### config.mk
export PLATFORM = sky130hd
export DESIGN_NAME = sts_scheduler
export DESIGN_NICKNAME = d
export VERILOG_FILES = /design/src/hdl/sts_pkg.sv /design/src/hdl/sts_scheduler.sv
export SDC_FILE = /design/constraint.sdc
export NUM_CORES = 1
export LEC_CHECK = 0
export BUFFER_PORTS_ARGS = -buffer_cell sky130_fd_sc_hd__buf_4
export CAP_MARGIN = 20
export CORE_UTILIZATION = 50
export CTS_BUF_LIST = sky130_fd_sc_hd__clkbuf_2 sky130_fd_sc_hd__clkbuf_4 sky130_fd_sc_hd__clkbuf_8
export DETAILED_ROUTE_END_ITERATION = 7
export GPL_TIMING_DRIVEN = 0
export PLACE_DENSITY_LB_ADDON = 0.08
export SYNTH_ARGS = -nofsm -noshare
export SYNTH_HDL_FRONTEND = slang
export SYNTH_SLANG_ARGS = --single-unit
### constraint.sdc
create_clock -name aclk -period 3 [get_ports aclk]
set_clock_uncertainty 0.1 [all_clocks]
set_input_delay 0.15 -clock aclk [delete_from_list [all_inputs] [get_ports aclk]]
set_output_delay 0.15 -clock aclk [all_outputs]
set_load 0.02 [all_outputs]
### src/hdl/sts_pkg.sv
// constants, fields and state type of the transaction scheduler
package sts_pkg;
    // ************************************************
    // timing
    // ************************************************
    localparam int TICK_MS = 10; // one step of every time setting
    localparam int CLK_PERIOD_NS = 100; // aclk at 10 MHz
    localparam int TICK_CYC = TICK_MS * 1000000 / CLK_PERIOD_NS;
    // ************************************************
    // register byte addresses
    // ************************************************
    localparam logic [7:0] A_CTRL = 8'h00;
    localparam logic [7:0] A_TIME = 8'h04;
    localparam logic [7:0] A_TADR = 8'h08;
    localparam logic [7:0] A_TXD = 8'h0C;
    localparam logic [7:0] A_RXD = 8'h10;
    localparam logic [7:0] A_STAT = 8'h14;
    localparam logic [7:0] A_IST = 8'h18;
    localparam logic [7:0] A_IMSK = 8'h1C;
    // ************************************************
    // field positions
    // ************************************************
    localparam int C_EN = 0; // scanning enabled
    localparam int C_BC = 1; // entry belongs to the broadcaster
    localparam int C_COS = 2; // change-of-state-on-trigger mode
    localparam int C_FBO = 4; // fieldbus offline option, 2 bits
    localparam int C_SBO = 6; // subnetwork offline option
    localparam int T_GAP = 0; // broadcast gap, 8 bits
    localparam int T_REC = 8; // reconnect delay, 8 bits
    localparam int T_TO = 16; // response timeout, 8 bits
    localparam int T_RTY = 24; // retry limit, 4 bits
    localparam int TADR_W = 11; // trigger byte address width
    // offline option encodings
    localparam logic [1:0] FBO_CLEAR = 2'h0;
    localparam logic [1:0] FBO_FREEZE = 2'h1;
    localparam logic [1:0] FBO_HALT = 2'h2;
    localparam logic SBO_CLEAR = 1'h0;
    // interrupt bits and bus response codes
    localparam int I_RESP = 0;
    localparam int I_TOUT = 1;
    localparam int I_DISC = 2;
    localparam int I_BCST = 3;
    localparam logic [1:0] RESP_OK = 2'h0;
    localparam logic [1:0] RESP_SLVERR = 2'h2;
    // ************************************************
    // scheduler states, gray along idle-send-wait
    // ************************************************
    typedef enum logic [2:0] {
        ST_IDLE = 3'h0,
        ST_SEND = 3'h1,
        ST_WAIT = 3'h3,
        ST_GAP = 3'h2,
        ST_DISC = 3'h7
    } sts_state_t;
endpackage

### src/hdl/sts_scheduler.sv
// serial master transaction scheduler with AXI4-Lite registers
//
// Summary of operation
// [RL1] broadcaster holds off next entry after broadcast
// [RL2] all time settings count in 10 ms steps
// [RL3] fieldbus offline, clear: send zero payload
// [RL4] fieldbus offline, freeze: send last valid payload
// [RL5] fieldbus offline, halt option: stop issuing queries
// [RL6] subnetwork offline, clear: report zero data
// [RL7] subnetwork offline, freeze: keep last received data
// [RL8] wait reconnect delay before retrying disconnected node
// [RL9] consecutive timeouts reaching limit disconnect node
// [RL10] missing response within timeout is a timeout
// [RL11] resend the same query on each timeout
// [RL12] trigger address used only in trigger mode
// [RL13] query issued whenever trigger byte changes
// [RL14] valid response clears timeout count
//
// Added by the designer: the placing of the registers and register access over AXI4-Lite.
`timescale 1ns/10ps
`default_nettype none
module sts_scheduler
    import sts_pkg::*;
#(
    parameter int TICK_CYCLES = TICK_CYC // cycles in one 10 ms step
) (
    // clock and reset
    input wire logic aclk,
    input wire logic aresetn,
    // axi4-lite write channels
    input wire logic [7:0] s_axi_awaddr,
    input wire logic s_axi_awvalid,
    output logic s_axi_awready,
    input wire logic [31:0] s_axi_wdata,
    input wire logic [3:0] s_axi_wstrb,
    input wire logic s_axi_wvalid,
    output logic s_axi_wready,
    output logic [1:0] s_axi_bresp,
    output logic s_axi_bvalid,
    input wire logic s_axi_bready,
    // axi4-lite read channels
    input wire logic [7:0] s_axi_araddr,
    input wire logic s_axi_arvalid,
    output logic s_axi_arready,
    output logic [31:0] s_axi_rdata,
    output logic [1:0] s_axi_rresp,
    output logic s_axi_rvalid,
    input wire logic s_axi_rready,
    // higher level network status pin, asynchronous
    input wire logic fb_online,
    // subnetwork side, same clock
    output logic query_valid,
    output logic query_bcast,
    output logic [31:0] query_data,
    input wire logic resp_valid,
    input wire logic [31:0] resp_data,
    // data buffer side
    output logic [TADR_W-1:0] trig_addr,
    input wire logic [7:0] trig_byte,
    output logic [31:0] rx_out,
    // interrupt
    output logic irq
);
    // ************************************************
    // state
    // ************************************************
    typedef struct packed {
        logic [1:0] sync; // fb_online synchroniser
        sts_state_t st; // scheduler state
        logic [31:0] ctrl; // control register
        logic [31:0] timing; // time settings
        logic [TADR_W-1:0] tadr; // trigger byte address
        logic [31:0] txd; // payload from control system
        logic [31:0] hold; // last valid outgoing payload
        logic [31:0] rxd; // last received data
        logic [31:0] rx_out; // data shown to control system
        logic [31:0] pre; // step prescaler
        logic [7:0] units; // steps left in current wait
        logic [3:0] fails; // consecutive timeouts
        logic disc; // node disconnected
        logic [7:0] trig_last; // trigger byte at last issue
        logic q_valid; // query strobe
        logic q_bcast; // query is a broadcast
        logic [31:0] q_data; // query payload
        logic [3:0] ist; // sticky interrupt status
        logic [3:0] imask; // interrupt mask
        logic irq; // interrupt output
        logic awok; // write address held
        logic wok; // write data held
        logic [7:0] awa; // held write address
        logic [31:0] wd; // held write data
        logic [3:0] ws; // held strobes
        logic bvalid; // write response pending
        logic [1:0] bresp; // write response code
        logic arready; // read address ready
        logic rvalid; // read data pending
        logic [31:0] rdata; // read data
        logic [1:0] rresp; // read response code
        logic awready; // write address ready
        logic wready; // write data ready
    } sts_regs_t;

    sts_regs_t s;
    sts_regs_t next_s;

    // decoded settings and conditions
    logic fb_off; // higher level network offline
    logic halt; // scanning must stop
    logic trig_hit; // trigger condition satisfied
    logic tick; // one 10 ms step elapsed
    logic [1:0] fbo; // fieldbus offline option

    assign fb_off = !s.sync[1];
    assign fbo = s.ctrl[C_FBO +: 2];
    assign halt = fb_off && fbo == FBO_HALT; // RL5
    // the address only matters in trigger mode, otherwise any change
    // of the byte is ignored
    assign trig_hit = !s.ctrl[C_COS] || trig_byte != s.trig_last; // RL12 RL13
    assign tick = s.pre == 32'(TICK_CYCLES - 1);

    // ************************************************
    // next state
    // ************************************************
    always_comb begin
        logic [31:0] wmask;
        logic [31:0] rv;
        logic [3:0] ev;
        logic rd_ist;
        wmask = '0;
        rv = '0;
        ev = '0;
        rd_ist = 1'b0;
        next_s = s;
        next_s.sync = {s.sync[0], fb_online};
        next_s.q_valid = 1'b0;
        // step prescaler, restarted on each wait load below
        next_s.pre = tick ? '0 : s.pre + 32'h1;
        if (tick && s.units != 8'h0) begin
            next_s.units = s.units - 8'h1; // RL2
        end
        // freeze keeps the last payload seen while online
        if (!fb_off) begin
            next_s.hold = s.txd; // RL4
        end
        case (s.st)
            ST_IDLE: begin
                // one attempt per scan once enabled
                if (s.ctrl[C_EN] && !halt && trig_hit) begin
                    next_s.st = ST_SEND; // RL13
                end
            end
            ST_SEND: begin
                if (halt) begin
                    next_s.st = ST_IDLE; // RL5
                end else begin
                    next_s.q_valid = 1'b1;
                    next_s.q_bcast = s.ctrl[C_BC];
                    next_s.trig_last = trig_byte;
                    if (!fb_off) begin
                        next_s.q_data = s.txd;
                    end else if (fbo == FBO_CLEAR) begin
                        next_s.q_data = '0; // RL3
                    end else begin
                        next_s.q_data = s.hold; // RL4
                    end
                    next_s.pre = '0;
                    if (s.ctrl[C_BC]) begin
                        next_s.st = ST_GAP; // RL1
                        next_s.units = s.timing[T_GAP +: 8]; // RL2
                    end else begin
                        next_s.st = ST_WAIT;
                        next_s.units = s.timing[T_TO +: 8]; // RL10
                    end
                end
            end
            ST_WAIT: begin
                if (resp_valid) begin
                    // a reply ends the timeout run and any disconnect
                    next_s.rxd = resp_data;
                    next_s.fails = '0; // RL14
                    next_s.disc = 1'b0; // RL14
                    next_s.st = ST_IDLE;
                    ev[I_RESP] = 1'b1;
                end else if (s.units == 8'h0) begin
                    ev[I_TOUT] = 1'b1; // RL10
                    next_s.fails = s.fails + 4'h1; // RL9
                    if (s.fails + 4'h1 >= s.timing[T_RTY +: 4]) begin
                        next_s.st = ST_DISC; // RL9
                        next_s.disc = 1'b1;
                        next_s.fails = '0;
                        next_s.pre = '0;
                        next_s.units = s.timing[T_REC +: 8]; // RL8
                        ev[I_DISC] = !s.disc;
                    end else begin
                        next_s.st = ST_SEND; // RL11
                    end
                end
            end
            ST_GAP: begin
                if (s.units == 8'h0) begin
                    next_s.st = ST_IDLE; // RL1
                    ev[I_BCST] = 1'b1;
                end
            end
            ST_DISC: begin
                // reconnect attempt is a fresh query once delay ran out
                if (s.units == 8'h0) begin
                    next_s.st = ST_SEND; // RL8
                end
            end
            default: begin
                next_s.st = ST_IDLE;
            end
        endcase
        // subnetwork offline means the node is disconnected
        if (next_s.disc && s.ctrl[C_SBO] == SBO_CLEAR) begin
            next_s.rx_out = '0; // RL6
        end else if (!next_s.disc) begin
            next_s.rx_out = next_s.rxd;
        end
        // freeze leaves rx_out untouched while disconnected RL7

        // write channel: address and data taken in any order
        if (s_axi_awvalid && s.awready) begin
            next_s.awok = 1'b1;
            next_s.awa = s_axi_awaddr;
        end
        if (s_axi_wvalid && s.wready) begin
            next_s.wok = 1'b1;
            next_s.wd = s_axi_wdata;
            next_s.ws = s_axi_wstrb;
        end
        if (s.awok && s.wok) begin
            for (int i = 0; i < 4; i++) begin
                wmask[i*8 +: 8] = {8{s.ws[i]}};
            end
            next_s.awok = 1'b0;
            next_s.wok = 1'b0;
            next_s.bvalid = 1'b1;
            next_s.bresp = RESP_OK;
            case (s.awa)
                A_CTRL: next_s.ctrl = (s.ctrl & ~wmask) | (s.wd & wmask);
                A_TIME: next_s.timing = (s.timing & ~wmask) | (s.wd & wmask);
                A_TADR: next_s.tadr = TADR_W'((32'(s.tadr) & ~wmask)
                    | (s.wd & wmask));
                A_TXD: next_s.txd = (s.txd & ~wmask) | (s.wd & wmask);
                A_IMSK: next_s.imask = 4'((32'(s.imask) & ~wmask)
                    | (s.wd & wmask));
                A_RXD, A_STAT, A_IST: begin
                end
                default: next_s.bresp = RESP_SLVERR;
            endcase
        end
        if (s.bvalid && s_axi_bready) begin
            next_s.bvalid = 1'b0;
        end
        // read channel: one read at a time, answer the next cycle
        if (s.rvalid && s_axi_rready) begin
            next_s.rvalid = 1'b0;
        end
        if (s_axi_arvalid && s.arready) begin
            next_s.rvalid = 1'b1;
            next_s.rresp = RESP_OK;
            case (s_axi_araddr)
                A_CTRL: rv = s.ctrl;
                A_TIME: rv = s.timing;
                A_TADR: rv = 32'(s.tadr);
                A_TXD: rv = s.txd;
                A_RXD: rv = s.rx_out;
                A_STAT: rv = {19'h0, s.disc, s.fails, 5'h0, s.st};
                A_IST: begin
                    rv = 32'(s.ist);
                    rd_ist = 1'b1;
                end
                A_IMSK: rv = 32'(s.imask);
                default: next_s.rresp = RESP_SLVERR;
            endcase
            next_s.rdata = rv;
        end
        next_s.arready = !next_s.rvalid;
        // readies registered so the bus sees flip-flop outputs only
        next_s.awready = !next_s.awok && !next_s.bvalid;
        next_s.wready = !next_s.wok && !next_s.bvalid;
        // read clears status, an event in the same cycle survives
        next_s.ist = (rd_ist ? 4'h0 : s.ist) | ev;
        next_s.irq = |(next_s.ist & next_s.imask);
    end

    // ************************************************
    // state register
    // ************************************************
    always_ff @(posedge aclk) begin
        if (!aresetn) begin
            s <= '0;
        end else begin
            s <= next_s;
        end
    end

    // outputs straight from the state
    assign s_axi_awready = s.awready;
    assign s_axi_wready = s.wready;
    assign s_axi_bvalid = s.bvalid;
    assign s_axi_bresp = s.bresp;
    assign s_axi_arready = s.arready;
    assign s_axi_rvalid = s.rvalid;
    assign s_axi_rdata = s.rdata;
    assign s_axi_rresp = s.rresp;
    assign query_valid = s.q_valid;
    assign query_bcast = s.q_bcast;
    assign query_data = s.q_data;
    assign trig_addr = s.tadr;
    assign rx_out = s.rx_out;
    assign irq = s.irq;
endmodule
`default_nettype wire

# Word-level counts from Yosys, hierarchy flattened

Cells that the tools add are included.

Flip-flop bits (word level): 391
Bits of input ports: 101
Output and inout bits: 119
Word-level logic and storage cells: 166

Add/subtract/negate cells: 3
Magnitude comparators: 1
Equal/unequal tests: 25
Mux-type cells: 46
Bitwise gates (word level): 17
Reductions and logical operators: 41

Operators by type and width:

| cell                  | count |
|---|---|
| $pmux 32 s8           | 1 |
| $mux 32               | 5 |
| $and 32x32->32        | 4 |
| $or 32x32->32         | 3 |
| $mux 45               | 2 |
| $mux 40               | 2 |
| $pmux 40 s2           | 1 |
| $eq 8x5->1 const B    | 8 |
| $mux 35               | 1 |
| $mux 34               | 1 |
| $add 32x1->32 const B | 1 |
| $eq 32x17->1 const B  | 1 |
| $eq 8x4->1 const B    | 4 |
| $not 32->32           | 1 |
| $mux 3                | 9 |
| $logic_not 8->1       | 3 |
| $eq 8x3->1 const B    | 2 |
| $mux 8                | 2 |
| $reduce_or 8->1       | 2 |
| $pmux 3 s5            | 1 |
| $reduce_and 2->1      | 7 |
| $logic_and 1x1->1     | 13 |
| $mux 1                | 12 |
| $mux 4                | 3 |
| 26 further kinds      | 44 |

# Depth between registers and ports, before layout

Depth in word-level cells: 9
Depth in mapped cells: 10

# Worst setup path after synthesis

Ideal clock, no wire load.

Path type: register to register
Start: register s[143] in the netlist's numbering
End: register s (netlist bit rx_out[10])
Library setup time: 0.121 ns
Arrival time: 2.236 ns
Required time: 2.779 ns
Slack: 0.543 ns
Stages on the path, launching flop included: 9
Path buffers: 1
Clock period less this slack: 2.457 ns
Cell sequence: dfxtp_1 > inv_1 > ha_1 > or3b_1 > nor4_4 > nand2_2 > o22ai_2 > buf_2 > mux2_2

Longest elaborated chain between the ends: 6

Ends and longest elaborated chain:

| element                          | line                 | text |
|---|---|---|
| start, declared                  | sts_scheduler.sv:103 | `sts_regs_t s;` |
| start signal, assigned           | sts_scheduler.sv:296 | `s <= next_s;` |
| $logic_not 8->1 (*)              | sts_scheduler.sv:184 | `end else if (s.units == 8'h0) begin` |
| $mux 45 (*)                      | sts_scheduler.sv:184 |  |
| $mux 5 (*)                       | sts_scheduler.sv:177 | `if (resp_valid) begin` |
| $mux 1 (*)                       | sts_scheduler.sv:145 | `case (s.st)` |
| $logic_and 1x1->1                | sts_scheduler.sv:216 | `if (next_s.disc && s.ctrl[C_SBO] == SBO_CLEAR) begin` |
| $reduce_or 2->1 (no source line) | --                   |  |

Mark *: on every way between the ends. The rest lies on a longest branch, timed or not. The select of a mux whose other input is x is not followed.
A chain may end at the register's enable or synchronous reset.

# Worst setup path in the final report

Start: register s[139] in the netlist's numbering
End: register s[156] in the netlist's numbering

Longest elaborated chain between the ends: 6

Ends and longest elaborated chain:

| element     | line                 | text |
|---|---|---|
| $add 4x1->4 | sts_scheduler.sv:187 | `if (s.fails + 4'h1 >= s.timing[T_RTY +: 4]) begin` |
| $ge 4x4->1  | sts_scheduler.sv:187 |  |
| $mux 45     | sts_scheduler.sv:187 |  |
| $mux 45     | sts_scheduler.sv:184 |  |
| $mux 40     | sts_scheduler.sv:177 |  |
| $pmux 40 s2 | sts_scheduler.sv:145 |  |

Every way passes these cells. The select of a mux whose other input is x is not followed.

==> impl_metrics.csv <==
group,metric,value,unit
synthesis,synthesis.instances,1969,
routing,drt-wirelength-per-cell,18.2,µm
global_route,first_global_vias,14400,
critical_path,required,3.42,ns
routing,wl_met1,21700,µm
placed_design,post-place-ws,-0.251,ns
cts,numCtsBuffers,66,
critical_path,crit_path_cell_trace,"nand3_1 -> xnor2_1 -> ha_1 -> a21oi_1 -> o21a_1 -> o211ai_2 -> nand2b_1 -> buf_2 -> nor2_1",
cts,cts.root.buffer_cell,"sky130_fd_sc_hd__clkbuf_8",
synthesis,asyncSetResetFlopFracSynth,0,%
synthesis,ys_top_cells_by_area,"sky130_fd_sc_hd__dfxtp_1 (46%), sky130_fd_sc_hd__nand2_1 (9.1%), sky130_fd_sc_hd__a21oi_1 (5.4%)",
global_route,grt_start_max_net_pins,11,
timing,max_freq,0.344,GHz
layout,area_delta_synth_final,27.7,%
hold_path,min_delay_worst_type,"primary input to flip-flop",
layout,layout.core_utilization,65.3,%
critical_path,critical-path-top-delay-family,"compound AO/OA/AOI/OAI gates",
global_route,antenna_found_initial,0,
cts,cts.repair.resized,0,
pwr,power_density,528,nW/µm²
timing,max_slew_margin,27.5,%
routing,drtPass1Iterations,5,
floorplan,floorplan.die.height,185,µm
cts,clk_pin_slew,0.06,ns
pwr,finalPower,0.0113,W
cts,insertion_delay,0.60,ns
layout,fin_nets,2469,
timing,time_the_final_worst_path_needs_with_i_o_delays_and_setup,2.90,ns
run,max_cap_viol_count,0,
timing,drv_slew,0,
cts,cts_tree,"done",
global_route,first_pass_grt_wire_length,78900,µm
floorplan,core_region_area,32800,µm²
layout,drive_gt1_share,24.1,%
synthesis,synth_edf_count,0,
synthesis,post-synth-top-count-cell,"sky130_fd_sc_hd__nand2_1",
status,run_status,"finished clean",
cts,clockBufferDepth,3,
timing,finalCritPeriodShare,96.8,%
pwr,max-vdd-ir-drop,0.327,mV
synthesis,synth_area_leader_cell,"sky130_fd_sc_hd__dfxtp_1",
routing,drcViolationCount,0,
synthesis,netlist.area_leader.share,46.4,%
cts,cts_num_sinks,389,
floorplan,die_w,185,µm
layout,instances_no_fill,2853,
critical_path,critical_path_class,"flip-flop to flip-flop",
routing,antenna_violating_nets_post_route,0,
synthesis,synth_warnings,0,
timing,final_hold_viol_count,0,
routing,drt_iter0_drc,1094,
critical_path,worst-path-buf-inv,1,
timing,unrepaired_setup_endpoints_after_global_routing,"no",
floorplan,design.die.area,34300,µm²
critical_path,worstPathMaxFanout,10,
routing,maxUsedRoutingLayer,"met4",
synthesis,synth_area_per_cell,8.52,µm²
critical_path,slowest_stage_delay_cp,0.50,ns
placed_design,dp_cells,2628,
placed_design,detailedPlacementHpwl,38300,µm
routing,wl_met3,3210,µm
placed_design,place.gp.congestion,0.954,
synthesis,synthTopCellsByCount,"sky130_fd_sc_hd__nand2_1 (407), sky130_fd_sc_hd__dfxtp_1 (389), sky130_fd_sc_hd__nor2_1 (185), sky130_fd_sc_hd__a21oi_1 (181), sky130_fd_sc_hd__buf_4 (119)",
placed_design,port-buffer-count,214,
layout,antenna_cells,0,
floorplan,floorplan.rows,66,
layout,fill_cells,2819,
synthesis,synth.ff_latch_count,389,
synthesis,seq_area_frac_synth,46.4,%
timing,final_ws_setup,0.0964,ns
critical_path,crit_path_top_delay_cell,"sky130_fd_sc_hd__dfxtp_1",
floorplan,boundaryPins,220,
routing,num_vias,15500,
routing,dr_wl_met2,25200,µm
synthesis,yosys_most_used_dff,"sky130_fd_sc_hd__dfxtp_1",
timing,totalNegativeSetupSlack,0,ns
cts,htreeDepth,3,
critical_path,critPathLaunchType,"flip-flop",
routing,postRouteWirelength,52000,µm
global_route,groute.usage.overall,30.2,%
synthesis,synth.cell_area,16800,µm²
synthesis,yosysUniqueCellTypes,63,
timing,setup_viol,0,
floorplan,floorplan.initialDensity,51.2,%
critical_path,cp_data_arrival_time,3.33,ns
critical_path,setup.worst_path.end_class,"flip-flop",
pwr,p_leak,8.57,nW
timing,worst_pin_slew,1.09,ns
routing,detail_route.vias_per_cell,5.42,
global_route,globalRoute.totalOverflow,0,
==> per-stage QoR <==
stage	area, µm²	hold slack (ns)
floorplan	16800	0.177
global placement	18900	0.270
detailed placement	19000	0.272
CTS	21400	0.0186
global route	21400	0.0761
finish	21400	0.0404
==> layout make-up <==
cell class	count	area, µm²	share of cell area, %
tap	442	553	2.58
multi-input combinational	1328	7570	35.4
inverter	16	60.1	0.280
buffer	237	1360	6.34
clock inverter	14	109	0.508
sequential	389	7790	36.4
clock buffer	104	1290	6.01
timing repair buffer	323	2690	12.5
==> final timing paths <==
path              startpoint  slack, ns     end  cells after the start
max reg2reg           s[139]        0.1  s[156]                      9
max                   s[139]        0.1  s[156]                      9
min reg2reg      next_s[390]       0.33  s[390]                      1
min          s_axi_araddr[1]       0.04   s[95]                      5
==> kinds of logic (layout without fill, tap and decap cells) <==
logic type,after synthesis,after routing,share of synthesized area [%]
adders and majority gates,7,7,0.522
muxes,100,100,6.32
other,1,2,0.0224
DFF,389,389,46.4
and+or+nand+nor,755,755,19.7
xor gates and xnor gates,44,44,2.30
AOI/OAI and AO/OA,420,420,16.2
buffers and inverters,253,694,8.46
==> routing by layer <==
layer / vias to the layer above / track usage [%]
met1: 7404 / 38.0
met3: 119 / 4.84
met2: 538 / 51.2
met5: - / 0
met4: 0 / 12.9
li1: 7415 / -
==> cell usage in the layout, fill, tap and decap left out, types with 5 or more instances in the layout <==
| cell | instances |
|---|---|
| sky130_fd_sc_hd__o21ai_0 | 51 |
| sky130_fd_sc_hd__a32oi_1 | 9 |
| sky130_fd_sc_hd__nor4_1 | 7 |
| sky130_fd_sc_hd__or3_1 | 6 |
| sky130_fd_sc_hd__mux2_2 | 37 |
| sky130_fd_sc_hd__inv_1 | 16 |
| sky130_fd_sc_hd__nand3_1 | 20 |
| sky130_fd_sc_hd__buf_2 | 19 |
| sky130_fd_sc_hd__xnor2_1 | 30 |
| sky130_fd_sc_hd__xor2_1 | 14 |
| sky130_fd_sc_hd__clkbuf_8 | 81 |
| sky130_fd_sc_hd__a21oi_1 | 181 |
| sky130_fd_sc_hd__dfxtp_1 | 389 |
| sky130_fd_sc_hd__nand2_1 | 407 |
| sky130_fd_sc_hd__and2_1 | 22 |
| sky130_fd_sc_hd__and3_1 | 46 |
| sky130_fd_sc_hd__a22oi_1 | 59 |
| sky130_fd_sc_hd__mux2i_1 | 62 |
| sky130_fd_sc_hd__nor2b_1 | 5 |
| sky130_fd_sc_hd__ha_1 | 7 |
| sky130_fd_sc_hd__buf_4 | 335 |
| sky130_fd_sc_hd__dlygate4sd3_1 | 106 |
| sky130_fd_sc_hd__clkbuf_4 | 23 |
| sky130_fd_sc_hd__buf_1 | 5 |
| sky130_fd_sc_hd__clkinv_2 | 8 |
| sky130_fd_sc_hd__a221oi_1 | 37 |
| sky130_fd_sc_hd__a21oi_2 | 56 |
| sky130_fd_sc_hd__clkbuf_1 | 95 |
| sky130_fd_sc_hd__nand4_1 | 7 |
| sky130_fd_sc_hd__or4_1 | 6 |
| sky130_fd_sc_hd__nor3_1 | 15 |
| sky130_fd_sc_hd__nand2b_1 | 5 |
| sky130_fd_sc_hd__nor2_1 | 185 |
==> where the power goes <==
group	internal (W)	switching (W)
sequential	0.00528	0.0000916
combinational	0.000445	0.000530
clock	0.00276	0.00221
total	0.00848	0.00283
==> worst register-to-register path, cell delays in order (launching register included) <==
cell and delay, ns:
sky130_fd_sc_hd__dfxtp_1 0.50, sky130_fd_sc_hd__nand3_1 0.14, sky130_fd_sc_hd__xnor2_1 0.26, sky130_fd_sc_hd__ha_1 0.29, sky130_fd_sc_hd__a21oi_1 0.18, sky130_fd_sc_hd__o21a_1 0.33, sky130_fd_sc_hd__o211ai_2 0.29, sky130_fd_sc_hd__nand2b_1 0.38
sky130_fd_sc_hd__buf_2 0.26, sky130_fd_sc_hd__nor2_1 0.13
==> timing repair <==
item,4_1_cts,5_1_grt
setup endpoints to repair,59,0
hold buffers,106,0
endpoints found under the hold margin,132,0
setup buffers,1,0
Power figures use the tool's default switching activity.
